File: config.mk
export PLATFORM = sky130hd
export DESIGN_NAME = pslr_top
export DESIGN_NICKNAME = d
export VERILOG_FILES = /design/src/pslr_pkg.sv /design/src/pslr_ramp_if.sv /design/src/pslr_ramp.sv /design/src/pslr_top.sv
export SDC_FILE = /design/constraint.sdc
export NUM_CORES = 1
export LEC_CHECK = 0
export ABC_AREA = 1
export BUFFER_PORTS_ARGS = -buffer_cell sky130_fd_sc_hd__clkbuf_2
export CORE_MARGIN = 2
export CORE_UTILIZATION = 35
export CTS_CLUSTER_SIZE = 24
export DETAILED_ROUTE_END_ITERATION = 16
export PLACE_DENSITY = 0.51
export SLEW_MARGIN = 0
export SYNTH_ARGS = -nofsm -noshare
export SYNTH_HDL_FRONTEND = slang
export SYNTH_HIERARCHICAL = 1
export SYNTH_SLANG_ARGS = --single-unit
File: constraint.sdc
create_clock -name clk -period 10.8 [get_ports clk]
set_clock_uncertainty 0.1 [all_clocks]
set_input_delay 0.54 -clock clk [delete_from_list [all_inputs] [get_ports clk]]
set_output_delay 0.54 -clock clk [all_outputs]
set_load 0.05 [all_outputs]
File: src/pslr_pkg.sv
// Purpose: Shared constants for the rail ramp, regulator code and
//          sequencer gap register block
// Assumes: 50 MHz system clock
// Notes:   Times are kept in their own units, cycle counts derive from them
package pslr_pkg;

    localparam int unsigned CLK_PERIOD_NS = 20;

    // Register offsets
    localparam logic [7:0] ADDR_RAMP_CTRL = 8'h1a;
    localparam logic [7:0] ADDR_LINREG    = 8'h1b;
    localparam logic [7:0] ADDR_SEQ_GAPS  = 8'h20;

    // Reset values
    localparam logic [7:0] RST_RAMP_CTRL = 8'h06;
    localparam logic [7:0] RST_LINREG    = 8'h1f;
    localparam logic [7:0] RST_SEQ_GAPS  = 8'h00;

    // Ramp control fields
    localparam int unsigned BIT_TRIGGER    = 7;
    localparam int unsigned BIT_AUTO_APPLY = 6;
    localparam int unsigned RATE_LSB       = 0;
    localparam int unsigned RATE_W         = 3;
    localparam logic [2:0]  RATE_FASTEST   = 3'h6;
    localparam logic [2:0]  RATE_IMMEDIATE = 3'h7;

    // Linear regulator code field and voltage map
    localparam int unsigned LINREG_LSB     = 0;
    localparam int unsigned LINREG_W       = 6;
    localparam logic [5:0]  LINREG_KNEE    = 6'h1a;
    localparam logic [11:0] LINREG_BASE_MV = 12'h384;
    localparam logic [11:0] LINREG_KNEE_MV = 12'h60e;
    localparam logic [11:0] LINREG_FINE_MV = 12'h019;
    localparam logic [11:0] LINREG_COARSE_MV = 12'h032;

    localparam int unsigned SETPOINT_W = 6;
    localparam int unsigned NUM_RAILS  = 2;
    localparam int unsigned CNT_W      = 20;

    // Timing
    localparam int unsigned DWELL_MIN_NS = 2500;
    localparam int unsigned DWELL_BASE_CYC =
        (DWELL_MIN_NS + CLK_PERIOD_NS - 1) / CLK_PERIOD_NS;
    localparam int unsigned BLANK_MS = 5;
    localparam int unsigned BLANK_CYC =
        (BLANK_MS * 1000000 + CLK_PERIOD_NS - 1) / CLK_PERIOD_NS;
    localparam int unsigned GAP_SHORT_MS = 2;
    localparam int unsigned GAP_LONG_MS  = 5;
    localparam int unsigned GAP_SHORT_CYC =
        (GAP_SHORT_MS * 1000000 + CLK_PERIOD_NS - 1) / CLK_PERIOD_NS;
    localparam int unsigned GAP_LONG_CYC =
        (GAP_LONG_MS * 1000000 + CLK_PERIOD_NS - 1) / CLK_PERIOD_NS;

    typedef enum logic
    {
        PSLR_IDLE = 1'b0,
        PSLR_WAIT = 1'b1
    } pslr_state_e;

endpackage

File: src/pslr_ramp_if.sv
// Purpose: Carries one rail's ramp command and state between modules
// Assumes: Single clock domain
// Notes:   start is a one-cycle pulse
`timescale 1ns/1ps
interface pslr_ramp_if;
    logic                                 start;
    logic                                 immediate;
    logic [pslr_pkg::SETPOINT_W-1:0]      start_code;
    logic [pslr_pkg::CNT_W-1:0]           dwell;
    logic [pslr_pkg::SETPOINT_W-1:0]      applied;
    logic                                 busy;

    modport ctrl (output start, immediate, start_code, dwell,
                  input applied, busy);
    modport ramp (input start, immediate, start_code, dwell,
                  output applied, busy);
endinterface

File: src/pslr_ramp.sv
// Purpose: Steps one buck rail's applied code toward its target
// Assumes: dwell is at least one cycle
// Notes:   A new start retargets a ramp already under way
`timescale 1ns/1ps
module pslr_ramp
#(
    parameter logic [pslr_pkg::SETPOINT_W-1:0] INIT_CODE = 6'h00
)
(
    // Clock and reset
    input  wire logic      clk,
    input  wire logic      rst,
    // Command and state
    pslr_ramp_if.ramp      port
);

    pslr_pkg::pslr_state_e                state;
    pslr_pkg::pslr_state_e                next_state;
    logic [pslr_pkg::SETPOINT_W-1:0]      target;
    logic [pslr_pkg::SETPOINT_W-1:0]      next_target;
    logic [pslr_pkg::SETPOINT_W-1:0]      applied;
    logic [pslr_pkg::SETPOINT_W-1:0]      next_applied;
    logic [pslr_pkg::CNT_W-1:0]           cnt;
    logic [pslr_pkg::CNT_W-1:0]           next_cnt;
    logic [pslr_pkg::SETPOINT_W-1:0]      stepped;

    always_comb
    begin
        next_state   = state;
        next_target  = target;
        next_applied = applied;
        next_cnt     = cnt;
        stepped      = (applied < target) ? applied + 6'h01
                                          : applied - 6'h01;
        if (port.start)
        begin
            next_target = port.start_code;
            if (port.immediate)
            begin
                next_applied = port.start_code;
                next_state   = pslr_pkg::PSLR_IDLE;
            end
            else if (port.start_code != applied)
            begin
                next_state = pslr_pkg::PSLR_WAIT;
                next_cnt   = port.dwell - 20'h00001;
            end
            else
            begin
                next_state = pslr_pkg::PSLR_IDLE;
            end
        end
        else
        begin
            case (state)
                pslr_pkg::PSLR_IDLE:
                begin
                    next_cnt = '0;
                end
                pslr_pkg::PSLR_WAIT:
                begin
                    // One code per dwell, so ramp rate follows code size
                    if (cnt == '0)
                    begin
                        next_applied = stepped;  // see
                        if (stepped == target)
                        begin
                            next_state = pslr_pkg::PSLR_IDLE;
                        end
                        else
                        begin
                            next_cnt = port.dwell - 20'h00001;
                        end
                    end
                    else
                    begin
                        next_cnt = cnt - 20'h00001;
                    end
                end
                default:
                begin
                    next_state = pslr_pkg::PSLR_IDLE;
                end
            endcase
        end
    end

    always_ff @(posedge clk or posedge rst)
    begin
        if (rst)
        begin
            state   <= pslr_pkg::PSLR_IDLE;
            target  <= INIT_CODE;
            applied <= INIT_CODE;
            cnt     <= '0;
        end
        else
        begin
            state   <= next_state;
            target  <= next_target;
            applied <= next_applied;
            cnt     <= next_cnt;
        end
    end

    assign port.applied = applied;
    assign port.busy    = (state == pslr_pkg::PSLR_WAIT);

endmodule

File: src/pslr_top.sv
// Purpose: Ramp control, linear regulator code and first sequencer gap
//          register, with the ramp engines of the two main buck rails
// Assumes: Register port is the decoded side of the serial interface;
//          unlock comes from the password logic on the same clock
// Notes:   Buck setpoint registers live outside; their values and write
//          pulses come in on ports
`timescale 1ns/1ps
// Notes on behaviour
// Writing one to the trigger starts both buck rails toward stored codes.
// Trigger clears itself when both rails finish; reads one while ramping.
// Auto-apply starts a rail ramp on each setpoint write, no trigger.
// Rate codes 0-6 give 160 down to 2.5 us per code step.
// Rate code seven applies the new code at once.
// Dwell applies per code step, so rate scales with step size.
// Host unlocks first; locked writes to regulator and gap regs ignored.
// Any regulator code write blanks its voltage monitors for 5 ms; here a locked write is dropped and does not blank.
// Regulator code maps 0.9 V in 25 mV, then 50 mV steps to 3.4 V.
// Gap bit n selects 2 ms or 5 ms after slot n.
// Gap after slot one at bit zero, slot eight at bit seven; reset zero.
// Ramp logic serves only the two main buck rails.
// Rails step one code per dwell and finish when applied meets target.
module pslr_top
#(
    parameter int unsigned DWELL_BASE_CYC = pslr_pkg::DWELL_BASE_CYC,
    parameter int unsigned BLANK_CYC      = pslr_pkg::BLANK_CYC,
    parameter int unsigned GAP_SHORT_CYC  = pslr_pkg::GAP_SHORT_CYC,
    parameter int unsigned GAP_LONG_CYC   = pslr_pkg::GAP_LONG_CYC
)
(
    // Clock and reset
    input  wire logic        clk,
    input  wire logic        rst,
    // Register port
    input  wire logic        reg_wr_en,
    input  wire logic        reg_rd_en,
    input  wire logic [7:0]  reg_addr,
    input  wire logic [7:0]  reg_wdata,
    output logic      [7:0]  reg_rdata,
    input  wire logic        unlock_ok,
    // Buck rail setpoints
    input  wire logic [5:0]  buck_rail_a_setpoint,
    input  wire logic [5:0]  buck_rail_b_setpoint,
    input  wire logic        buck_rail_a_wr,
    input  wire logic        buck_rail_b_wr,
    // Buck rail applied codes
    output logic      [5:0]  buck_rail_a_applied,
    output logic      [5:0]  buck_rail_b_applied,
    output logic             ramp_busy,
    // Linear regulator
    output logic      [5:0]  linear_reg_setpoint,
    output logic      [11:0] linear_reg_mv,
    output logic             monitor_blank,
    // Sequencer gaps
    output logic      [7:0]  sequencer_gap_reg,
    input  wire logic [2:0]  gap_query_slot,
    output logic      [17:0] gap_query_cycles
);

    // Per-rate dwell; doubling per code keeps it a shift of the base
    function automatic logic [pslr_pkg::CNT_W-1:0] dwell_of
    (
        input logic [2:0] rate
    );
        logic [pslr_pkg::CNT_W-1:0] base;
        base = pslr_pkg::CNT_W'(DWELL_BASE_CYC);
        dwell_of = base << (pslr_pkg::RATE_FASTEST - rate);
    endfunction

    function automatic logic [11:0] mv_of
    (
        input logic [5:0] code
    );
        logic [11:0] c;
        c = {6'h00, code};
        if (code <= pslr_pkg::LINREG_KNEE)
        begin
            mv_of = 12'(pslr_pkg::LINREG_BASE_MV
                        + c * pslr_pkg::LINREG_FINE_MV);
        end
        else
        begin
            mv_of = 12'(pslr_pkg::LINREG_KNEE_MV
                        + (c - {6'h00, pslr_pkg::LINREG_KNEE})
                        * pslr_pkg::LINREG_COARSE_MV);
        end
    endfunction

    logic        trigger;
    logic        next_trigger;
    logic        auto_apply;
    logic        next_auto_apply;
    logic [2:0]  rate;
    logic [2:0]  next_rate;
    logic [5:0]  linreg;
    logic [5:0]  next_linreg;
    logic [7:0]  gaps;
    logic [7:0]  next_gaps;
    logic [17:0] blank_cnt;
    logic [17:0] next_blank_cnt;
    logic [7:0]  rdata;
    logic [7:0]  next_rdata;
    logic [11:0] mv;
    logic [11:0] next_mv;
    logic [17:0] gap_cyc;
    logic [17:0] next_gap_cyc;

    logic        wr_ctrl;
    logic        wr_linreg;
    logic        wr_gaps;
    logic        go_pulse;
    logic        just_started;
    logic [2:0]  eff_rate;
    logic [1:0]  rail_wr;
    logic [1:0]  rail_busy;
    logic [5:0]  rail_sp [pslr_pkg::NUM_RAILS];
    logic [5:0]  rail_app [pslr_pkg::NUM_RAILS];

    assign wr_ctrl   = reg_wr_en && (reg_addr == pslr_pkg::ADDR_RAMP_CTRL);
    // Locked writes are dropped here and never reach the register
    assign wr_linreg = reg_wr_en && unlock_ok
                       && (reg_addr == pslr_pkg::ADDR_LINREG);
    assign wr_gaps   = reg_wr_en && unlock_ok
                       && (reg_addr == pslr_pkg::ADDR_SEQ_GAPS);
    assign go_pulse  = wr_ctrl && reg_wdata[pslr_pkg::BIT_TRIGGER];
    assign rail_wr   = {buck_rail_b_wr, buck_rail_a_wr};
    assign rail_sp[0] = buck_rail_a_setpoint;
    assign rail_sp[1] = buck_rail_b_setpoint;
    // A trigger write ramps at the rate it carries, not the stale one
    assign eff_rate  = wr_ctrl ? reg_wdata[pslr_pkg::RATE_LSB +:
                                           pslr_pkg::RATE_W] : rate;

    // Only the two main buck rails have ramp engines
    pslr_ramp_if rif [pslr_pkg::NUM_RAILS] ();

    genvar g;
    generate
        for (g = 0; g < pslr_pkg::NUM_RAILS; g++)
        begin : g_rail
            assign rif[g].start      = go_pulse
                                       || (auto_apply && rail_wr[g]);
            assign rif[g].immediate  = (eff_rate == pslr_pkg::RATE_IMMEDIATE);
            assign rif[g].start_code = rail_sp[g];
            assign rif[g].dwell      = dwell_of(eff_rate);
            assign rail_busy[g]      = rif[g].busy;
            assign rail_app[g]       = rif[g].applied;

            pslr_ramp u_ramp
            (
                .clk  (clk),
                .rst  (rst),
                .port (rif[g])
            );
        end
    endgenerate

    // A start is seen as busy only one cycle later
    assign just_started = go_pulse || (auto_apply && (rail_wr != 2'b00));

    always_comb
    begin
        next_trigger    = trigger;
        next_auto_apply = auto_apply;
        next_rate       = rate;
        next_linreg     = linreg;
        next_gaps       = gaps;
        next_blank_cnt  = blank_cnt;
        next_rdata      = rdata;
        // Completion clears the trigger; a new write of one wins
        if (trigger && !just_started && (rail_busy == 2'b00))
        begin
            next_trigger = 1'b0;
        end
        if (wr_ctrl)
        begin
            next_auto_apply = reg_wdata[pslr_pkg::BIT_AUTO_APPLY];
            next_rate = reg_wdata[pslr_pkg::RATE_LSB +: pslr_pkg::RATE_W];
            if (reg_wdata[pslr_pkg::BIT_TRIGGER])
            begin
                next_trigger = 1'b1;
            end
        end
        if (wr_linreg)
        begin
            next_linreg = reg_wdata[pslr_pkg::LINREG_LSB +:
                                    pslr_pkg::LINREG_W];
            next_blank_cnt = 18'(BLANK_CYC);
        end
        else if (blank_cnt != '0)
        begin
            next_blank_cnt = blank_cnt - 18'h00001;
        end
        if (wr_gaps)
        begin
            next_gaps = reg_wdata;
        end
        if (reg_rd_en)
        begin
            case (reg_addr)
                pslr_pkg::ADDR_RAMP_CTRL:
                begin
                    next_rdata = {trigger, auto_apply, 3'h0, rate};
                end
                pslr_pkg::ADDR_LINREG:
                begin
                    next_rdata = {2'h0, linreg};
                end
                pslr_pkg::ADDR_SEQ_GAPS:
                begin
                    next_rdata = gaps;
                end
                default:
                begin
                    next_rdata = 8'h00;
                end
            endcase
        end
        next_mv = mv_of(linreg);
        next_gap_cyc = gaps[gap_query_slot] ? 18'(GAP_LONG_CYC)
                                            : 18'(GAP_SHORT_CYC);
    end

    always_ff @(posedge clk or posedge rst)
    begin
        if (rst)
        begin
            trigger    <= pslr_pkg::RST_RAMP_CTRL[pslr_pkg::BIT_TRIGGER];
            auto_apply <= pslr_pkg::RST_RAMP_CTRL[pslr_pkg::BIT_AUTO_APPLY];
            rate       <= pslr_pkg::RST_RAMP_CTRL[2:0];
            linreg     <= pslr_pkg::RST_LINREG[5:0];
            gaps       <= pslr_pkg::RST_SEQ_GAPS;
            blank_cnt  <= '0;
            rdata      <= 8'h00;
            mv         <= 12'h000;
            gap_cyc    <= 18'h00000;
        end
        else
        begin
            trigger    <= next_trigger;
            auto_apply <= next_auto_apply;
            rate       <= next_rate;
            linreg     <= next_linreg;
            gaps       <= next_gaps;
            blank_cnt  <= next_blank_cnt;
            rdata      <= next_rdata;
            mv         <= next_mv;
            gap_cyc    <= next_gap_cyc;
        end
    end

    assign reg_rdata           = rdata;
    assign buck_rail_a_applied = rail_app[0];
    assign buck_rail_b_applied = rail_app[1];
    assign ramp_busy           = |rail_busy;
    assign linear_reg_setpoint = linreg;
    assign linear_reg_mv       = mv;
    assign monitor_blank       = (blank_cnt != '0);
    assign sequencer_gap_reg   = gaps;
    assign gap_query_cycles    = gap_cyc;

endmodule

After elaboration in Yosys (flattened, before gate mapping)
Cells that the tools add are included.

storage, ports and cells
  flip-flop bits (word level) = 141
  latch bits = 0
  RAM bits = 0
  memory bits (read-only) = 0
  output and inout port bits = 66
  logic and storage cells = 128
  memories = 0

operators by class
  $add $sub $neg = 12
  multiply operators = 2
  divide/modulo/power cells = 0
  $lt $le $gt $ge = 4
  equality and inequality tests = 16
  shift operators = 1
  mux-type cells = 45
  bitwise operators = 2
  reductions and logical operators = 29

operator list
  cell                      count
  $mux W20                  10
  $pmux W20 S2              2
  $mux W6                   10
  $sub A20 B1 Y20 const B   3
  $mux W18                  3
  $logic_not A20 Y1         2
  $pmux W8 S3               1
  $shl A7 B3 Y20 const A    1
  $reduce_bool A18 Y1       1
  $sub A18 B1 Y18 const B   1
  $eq A8 B5 Y1 const B      2
  $mux W1                   16
  $add A10 B11 Y12 const A  1
  $add A11 B12 Y12 const A  1
  $add A6 B1 Y6 const B     2
  $eq A6 B6 Y1              2
  $lt A6 B6 Y1              2
  $mul A12 B5 Y11 const B   1
  $mux W12                  1
  $ne A2 B2 Y1 const B      6
  $ne A6 B6 Y1              2
  $reduce_and A3 Y1         4
  $reduce_bool A2 Y1        6
  $sub A6 B1 Y6 const B     2
  other kinds (16)          29

Longest topological paths before layout
  depth after elaboration = 10
  gate-level depth with buffers = 27
  mapped depth without buffers = 26

Hierarchy
The synthesis kept the hierarchy.

modules (own cells, without submodules)
  module                        instances  cells an instance  area each (um^2)  sequential area each (um^2)
  pslr_top                      1          621                4849.7            1510.2
  pslr_ramp (g_rail[0].u_ramp)  1          502                3145.5            825.8
  pslr_ramp (g_rail[1].u_ramp)  1          493                3128.0            825.8

Least setup slack after synthesis
OpenSTA, ideal clock, no wires.

  path type = register -> register
  start = register linreg[1], in the netlist linear_reg_setpoint[1]
  end = register mv[11], in the netlist linear_reg_mv[11]
  library setup time = 0.117 ns
  arrival = 3.722 ns
  required time = 10.583 ns
  slack = 6.861 ns
  stages on the path, launching flop included = 24
  period minus slack after synthesis = 3.939 ns
  cells stage by stage = dfstp_2 inv_1 ha_1 inv_1 nand2_1 nand2_1 and2_1 inv_1 ha_1 inv_1 fa_1 fa_1 inv_1 ha_1 nand2_1 inv_1 o21ai_0 nand2_1 nor2_1 nand2_1 nand2_1 o21ai_0 nand3_1 nand2_1

on the way
  word-level cells in the longest chain between the ends = 4
  elaborated cells between the ends (all ways) = 7

ends and longest elaborated chain
  item                    RTL line         text
  start, declared         pslr_top.sv:94   logic [5:0] linreg;
  start signal, assigned  pslr_top.sv:229  linreg <= pslr_pkg::RST_LINREG[5:0];
  start signal, assigned  pslr_top.sv:241  linreg <= next_linreg;
  $sub A6 B5 Y7           pslr_top.sv:83   + (c - {6'h00, pslr_pkg::LINREG_KNEE})
  $mul A12 B5 Y11         pslr_top.sv:84   * pslr_pkg::LINREG_COARSE_MV);
  $add A11 B12 Y12        pslr_top.sv:83
  $mux W12 *              pslr_top.sv:75   if (code <= pslr_pkg::LINREG_KNEE)
  named net next_mv[11]   pslr_top.sv:103  logic [11:0] next_mv;
  end signal, assigned    pslr_top.sv:245  mv <= next_mv;
  end, declared           pslr_top.sv:102  logic [11:0] mv;

Mark *: on every way through the listed nets, which the timed path passes. The rest lies on a longest branch.
A chain may end at the register's enable or synchronous reset.

Worst setup path after layout
  start = register linreg[2], in the netlist linear_reg_setpoint[2]
  end = register mv[9], in the netlist linear_reg_mv[9]

The elaborated chain is that of the path after synthesis.

==> results.py <==
metrics = {
    "setup_path": {
        "r2r_setup_slack_ps": 6700,
        "reg2regPathDepth": 20,
        "crit_path_cell_trace": "inv_1, ha_1, a21oi_1, xor2_1, ha_1, ha_1, inv_1, fa_1, inv_1, ha_1, nand2_1, inv_1, nor2_1, nand2_1, nand2_1, nand2_1, nand2_1, inv_1, o21ai_0, o21ai_0",
        "path_max_fanout": 7,
        "worst-path-buf-inv": 5,
        "crit_start": "linear_reg_setpoint[2]",
        "critPathSlowestCell": "dfstp_2",
        "r2r_start": "linear_reg_setpoint[2]",
        "endpoint": "linear_reg_mv[9]",
        "cp-end-kind": "register",
        "cp.arrival_ps": 4280,
        "worstSetupPathDepth": 20,
        "required_ps": 10980,
        "cp_top_family": "adder cells",
        "slowest_delay_ps": 590,
        "crit_type": "register to register",
        "worst_r2r_endpoint": "linear_reg_mv[9]",
        "startpoint_type": "register",
    },
    "grt": {
        "grt_pass1_vias": 9794,
        "antenna_found_initial": 3,
        "grt_pass1_wl_um": 51800,
        "grt_usage_pct": 19.4,
        "grt_max_degree": 61,
        "grt_overflow_total": 0,
    },
    "floorplan": {
        "io_pins": 104,
        "core_sq_um": 31400,
        "dieHeight_um": 182,
        "die_area_sq_um": 33200,
        "start_util_pct": 35.4,
        "die_x_um": 182,
        "num_rows": 65,
    },
    "synth": {
        "ys_ff_latch": 126,
        "synthSimpleGateAreaFrac_pct": 34.6,
        "netlist_top_cells_area": "dfrtp_1, nand2_1, ha_1",
        "synthMuxAreaShare_pct": 0.180,
        "synthArstFlopShare_pct": 100,
        "seq_area_frac_synth_pct": 28.4,
        "syn_inst": 1616,
        "yosys.area_share.adder_pct": 11.5,
        "yosys_warnings": 6,
        "ys.flop_type": "dfrtp_1",
        "avgSynthCellArea_sq_um": 6.88,
        "synth_edf_count": 0,
        "synth_top_area_share_pct": 26.8,
        "synth_xor_area_share_pct": 5.43,
        "syn_area_sq_um": 11100,
        "synth_top_family_by_area": "simple AND/OR/NAND/NOR gates",
        "synth_compound_area_share_pct": 9.31,
        "synth_top_area_cell": "dfrtp_1",
        "ys_types": 54,
    },
    "power": {
        "clkPwrFrac_pct": 20.9,
        "p_int_mw": 1.36,
        "p_switching_mw": 1.30,
        "powerDensity_nw_per_um2": 212,
        "ir_drop_uv": 184,
        "combPwrFrac_pct": 51.6,
        "switching_share_pct": 48.8,
        "p_leak_nw": 6.66,
        "seqPwrFrac_pct": 27.5,
    },
    "clocking": {
        "worstSkewPairLatency_ps": 430,
        "numCtsBuffers": 17,
        "clockRootBuffer": "clkbuf_16",
        "clock_sinks": 126,
        "htreeDepth": 4,
        "cts_setup_buffers": 0,
        "cts_tree": "built",
        "hold_buffers": 0,
        "ctsResizeCount": 0,
        "clk_pin_slew_ps": 60,
        "clockBufferDepth": 2,
    },
    "detailed_routing": {
        "drc_errors": 0,
        "wl_um": 31300,
        "drt-wirelength-per-cell_um": 14.6,
        "firstDrtPassIters": 5,
        "via_count": 10300,
        "vias_per_cell": 4.80,
        "first_iter_violations": 625,
        "ant_nets": 0,
    },
    "layout": {
        "top_regs": "g_rail.u_ramp/cnt: 40 flops, blank_cnt: 18 flops",
        "final_common_cell": "nand2_1",
        "largest_reg_flops": 40,
        "area_growth_pct": 12.7,
        "fin_area_sq_um": 12500,
        "fin_nets": 1864,
        "finalNonFillerCells": 2146,
        "final_cell_mix": "nand2_1, inv_1, nor2_1",
        "final_layout_size_suffix_gt1_share_pct": 12.3,
        "top_register": "g_rail.u_ramp/cnt",
        "nFillCells": 3396,
    },
    "sta": {
        "slew_viol_final": 0,
        "fmax_mhz": 244,
        "min_period_ps": 4100,
        "period_share_pct": 38.0,
        "rsz0062_at_grt": "no",
        "hold_violations": 0,
        "slew_headroom_pct": 44.1,
        "holdWs_ps": 130,
        "tightest_slew_ps": 838,
        "setup_tns_ps": 0,
        "finalSetupViolCount": 0,
    },
    "placed_design": {
        "port_buffers": 95,
        "dpl.hpwl_um": 24100,
        "numPlacedInstances": 2113,
        "dpl_cell_area_sq_um": 12000,
        "gp_congestion": 0.867,
    },
    "run": {
        "drv_cap": 0,
    },
    "hold_path": {
        "hold_class": "input pin to async pin",
    },
    "outcome": {
        "run_status": "completed",
    },
}
## layer usage
| layer | vias up | track usage, % | share of wire, % |
|---|---|---|---|
| li1 | 5354 | - | - |
| met1 | 4698 | 27.7 | 50 |
| met2 | 217 | 30.7 | 44 |
| met3 | 32 | 3.17 | 4.6 |
| met4 | 4 | 4.77 | 1.5 |
| met5 | - | 0 | 0.074 |
## tightest hold or removal path: cells and delay by family
kind,cells,cell delay (ps)
buffers and inverters,3,540
## cell type report
cell class              count  area (sq um)  share of cell area, %
diodes                      1          2.50                 0.0200
clock buffers              17           425                   3.39
clock inverters            15           126                   1.01
inverters                 222           836                   6.66
multi-input cells        1261          6960                   55.5
flip-flops and latches    126          3160                   25.2
well taps                 402           503                   4.01
repair buffers            102           528                   4.21
## metrics by stage
| step | util [%] | power, mW | setup slack [ps] |
|---|---|---|---|
| 2_1_floorplan | - | 1.81 | 6860 |
| 3_3_place_gp | 38.2 | 2.10 | 6630 |
| 3_5_place_dp | 38.2 | 2.10 | 6540 |
| 4_1_cts | 39.9 | 2.68 | 6710 |
| 5_1_grt | 39.9 | 2.92 | 6380 |
| 6_report | 39.9 | 2.66 | 6700 |
## power by group through the flow
stage / Combinational (mW) / Clock (mW) / Sequential [mW]
finish: 1.37 / 0.556 / 0.731
global route: 1.57 / 0.595 / 0.751
CTS: 1.37 / 0.574 / 0.732
detailed placement: 1.37 / 0 / 0.738
global placement: 1.36 / 0 / 0.739
floorplan: 0.978 / 0 / 0.829
## Yosys cell counts, drive strengths merged (6+ instances only)
cell    count
a21oi      59
a31oi      13
buf        42
dfrtp     119
dfstp       7
fa         11
ha         85
inv       222
nand2     456
nand3     144
nand3b      6
nand4      22
nor2      190
nor3       28
o211ai      6
o21ai      95
o22ai       6
xnor2      24
xor2       45
## how the worst min path moves through the flow
stage | depth (start not counted) | to | from | slack [ps]
after global placement | 2 | g_rail[0].u_ramp/cnt[18] | g_rail[0].u_ramp/cnt[18] | 360
after detailed placement | 2 | g_rail[0].u_ramp/cnt[18] | g_rail[0].u_ramp/cnt[18] | 370
after global routing | 3 | g_rail[1].u_ramp/cnt[15] | rst | 180
after CTS | 3 | g_rail[0].u_ramp/cnt[0] | rst | 140
after floorplan | 2 | g_rail[0].u_ramp/cnt[18] | g_rail[0].u_ramp/cnt[18] | 340
final | 3 | g_rail[0].u_ramp/cnt[16] | rst | 130
## cell families (layout without fill, tap and decap cells)
group / after synthesis / after routing
AOI/OAI and AO/OA: 188 / 188
xor gates and xnor gates: 69 / 69
adders and majority gates: 96 / 96
buffers and inverters: 268 / 356
DFF: 126 / 126
muxes: 2 / 2
other: 2 / 42
and+or+nand+nor: 865 / 865
Power figures use the tool's default switching activity.
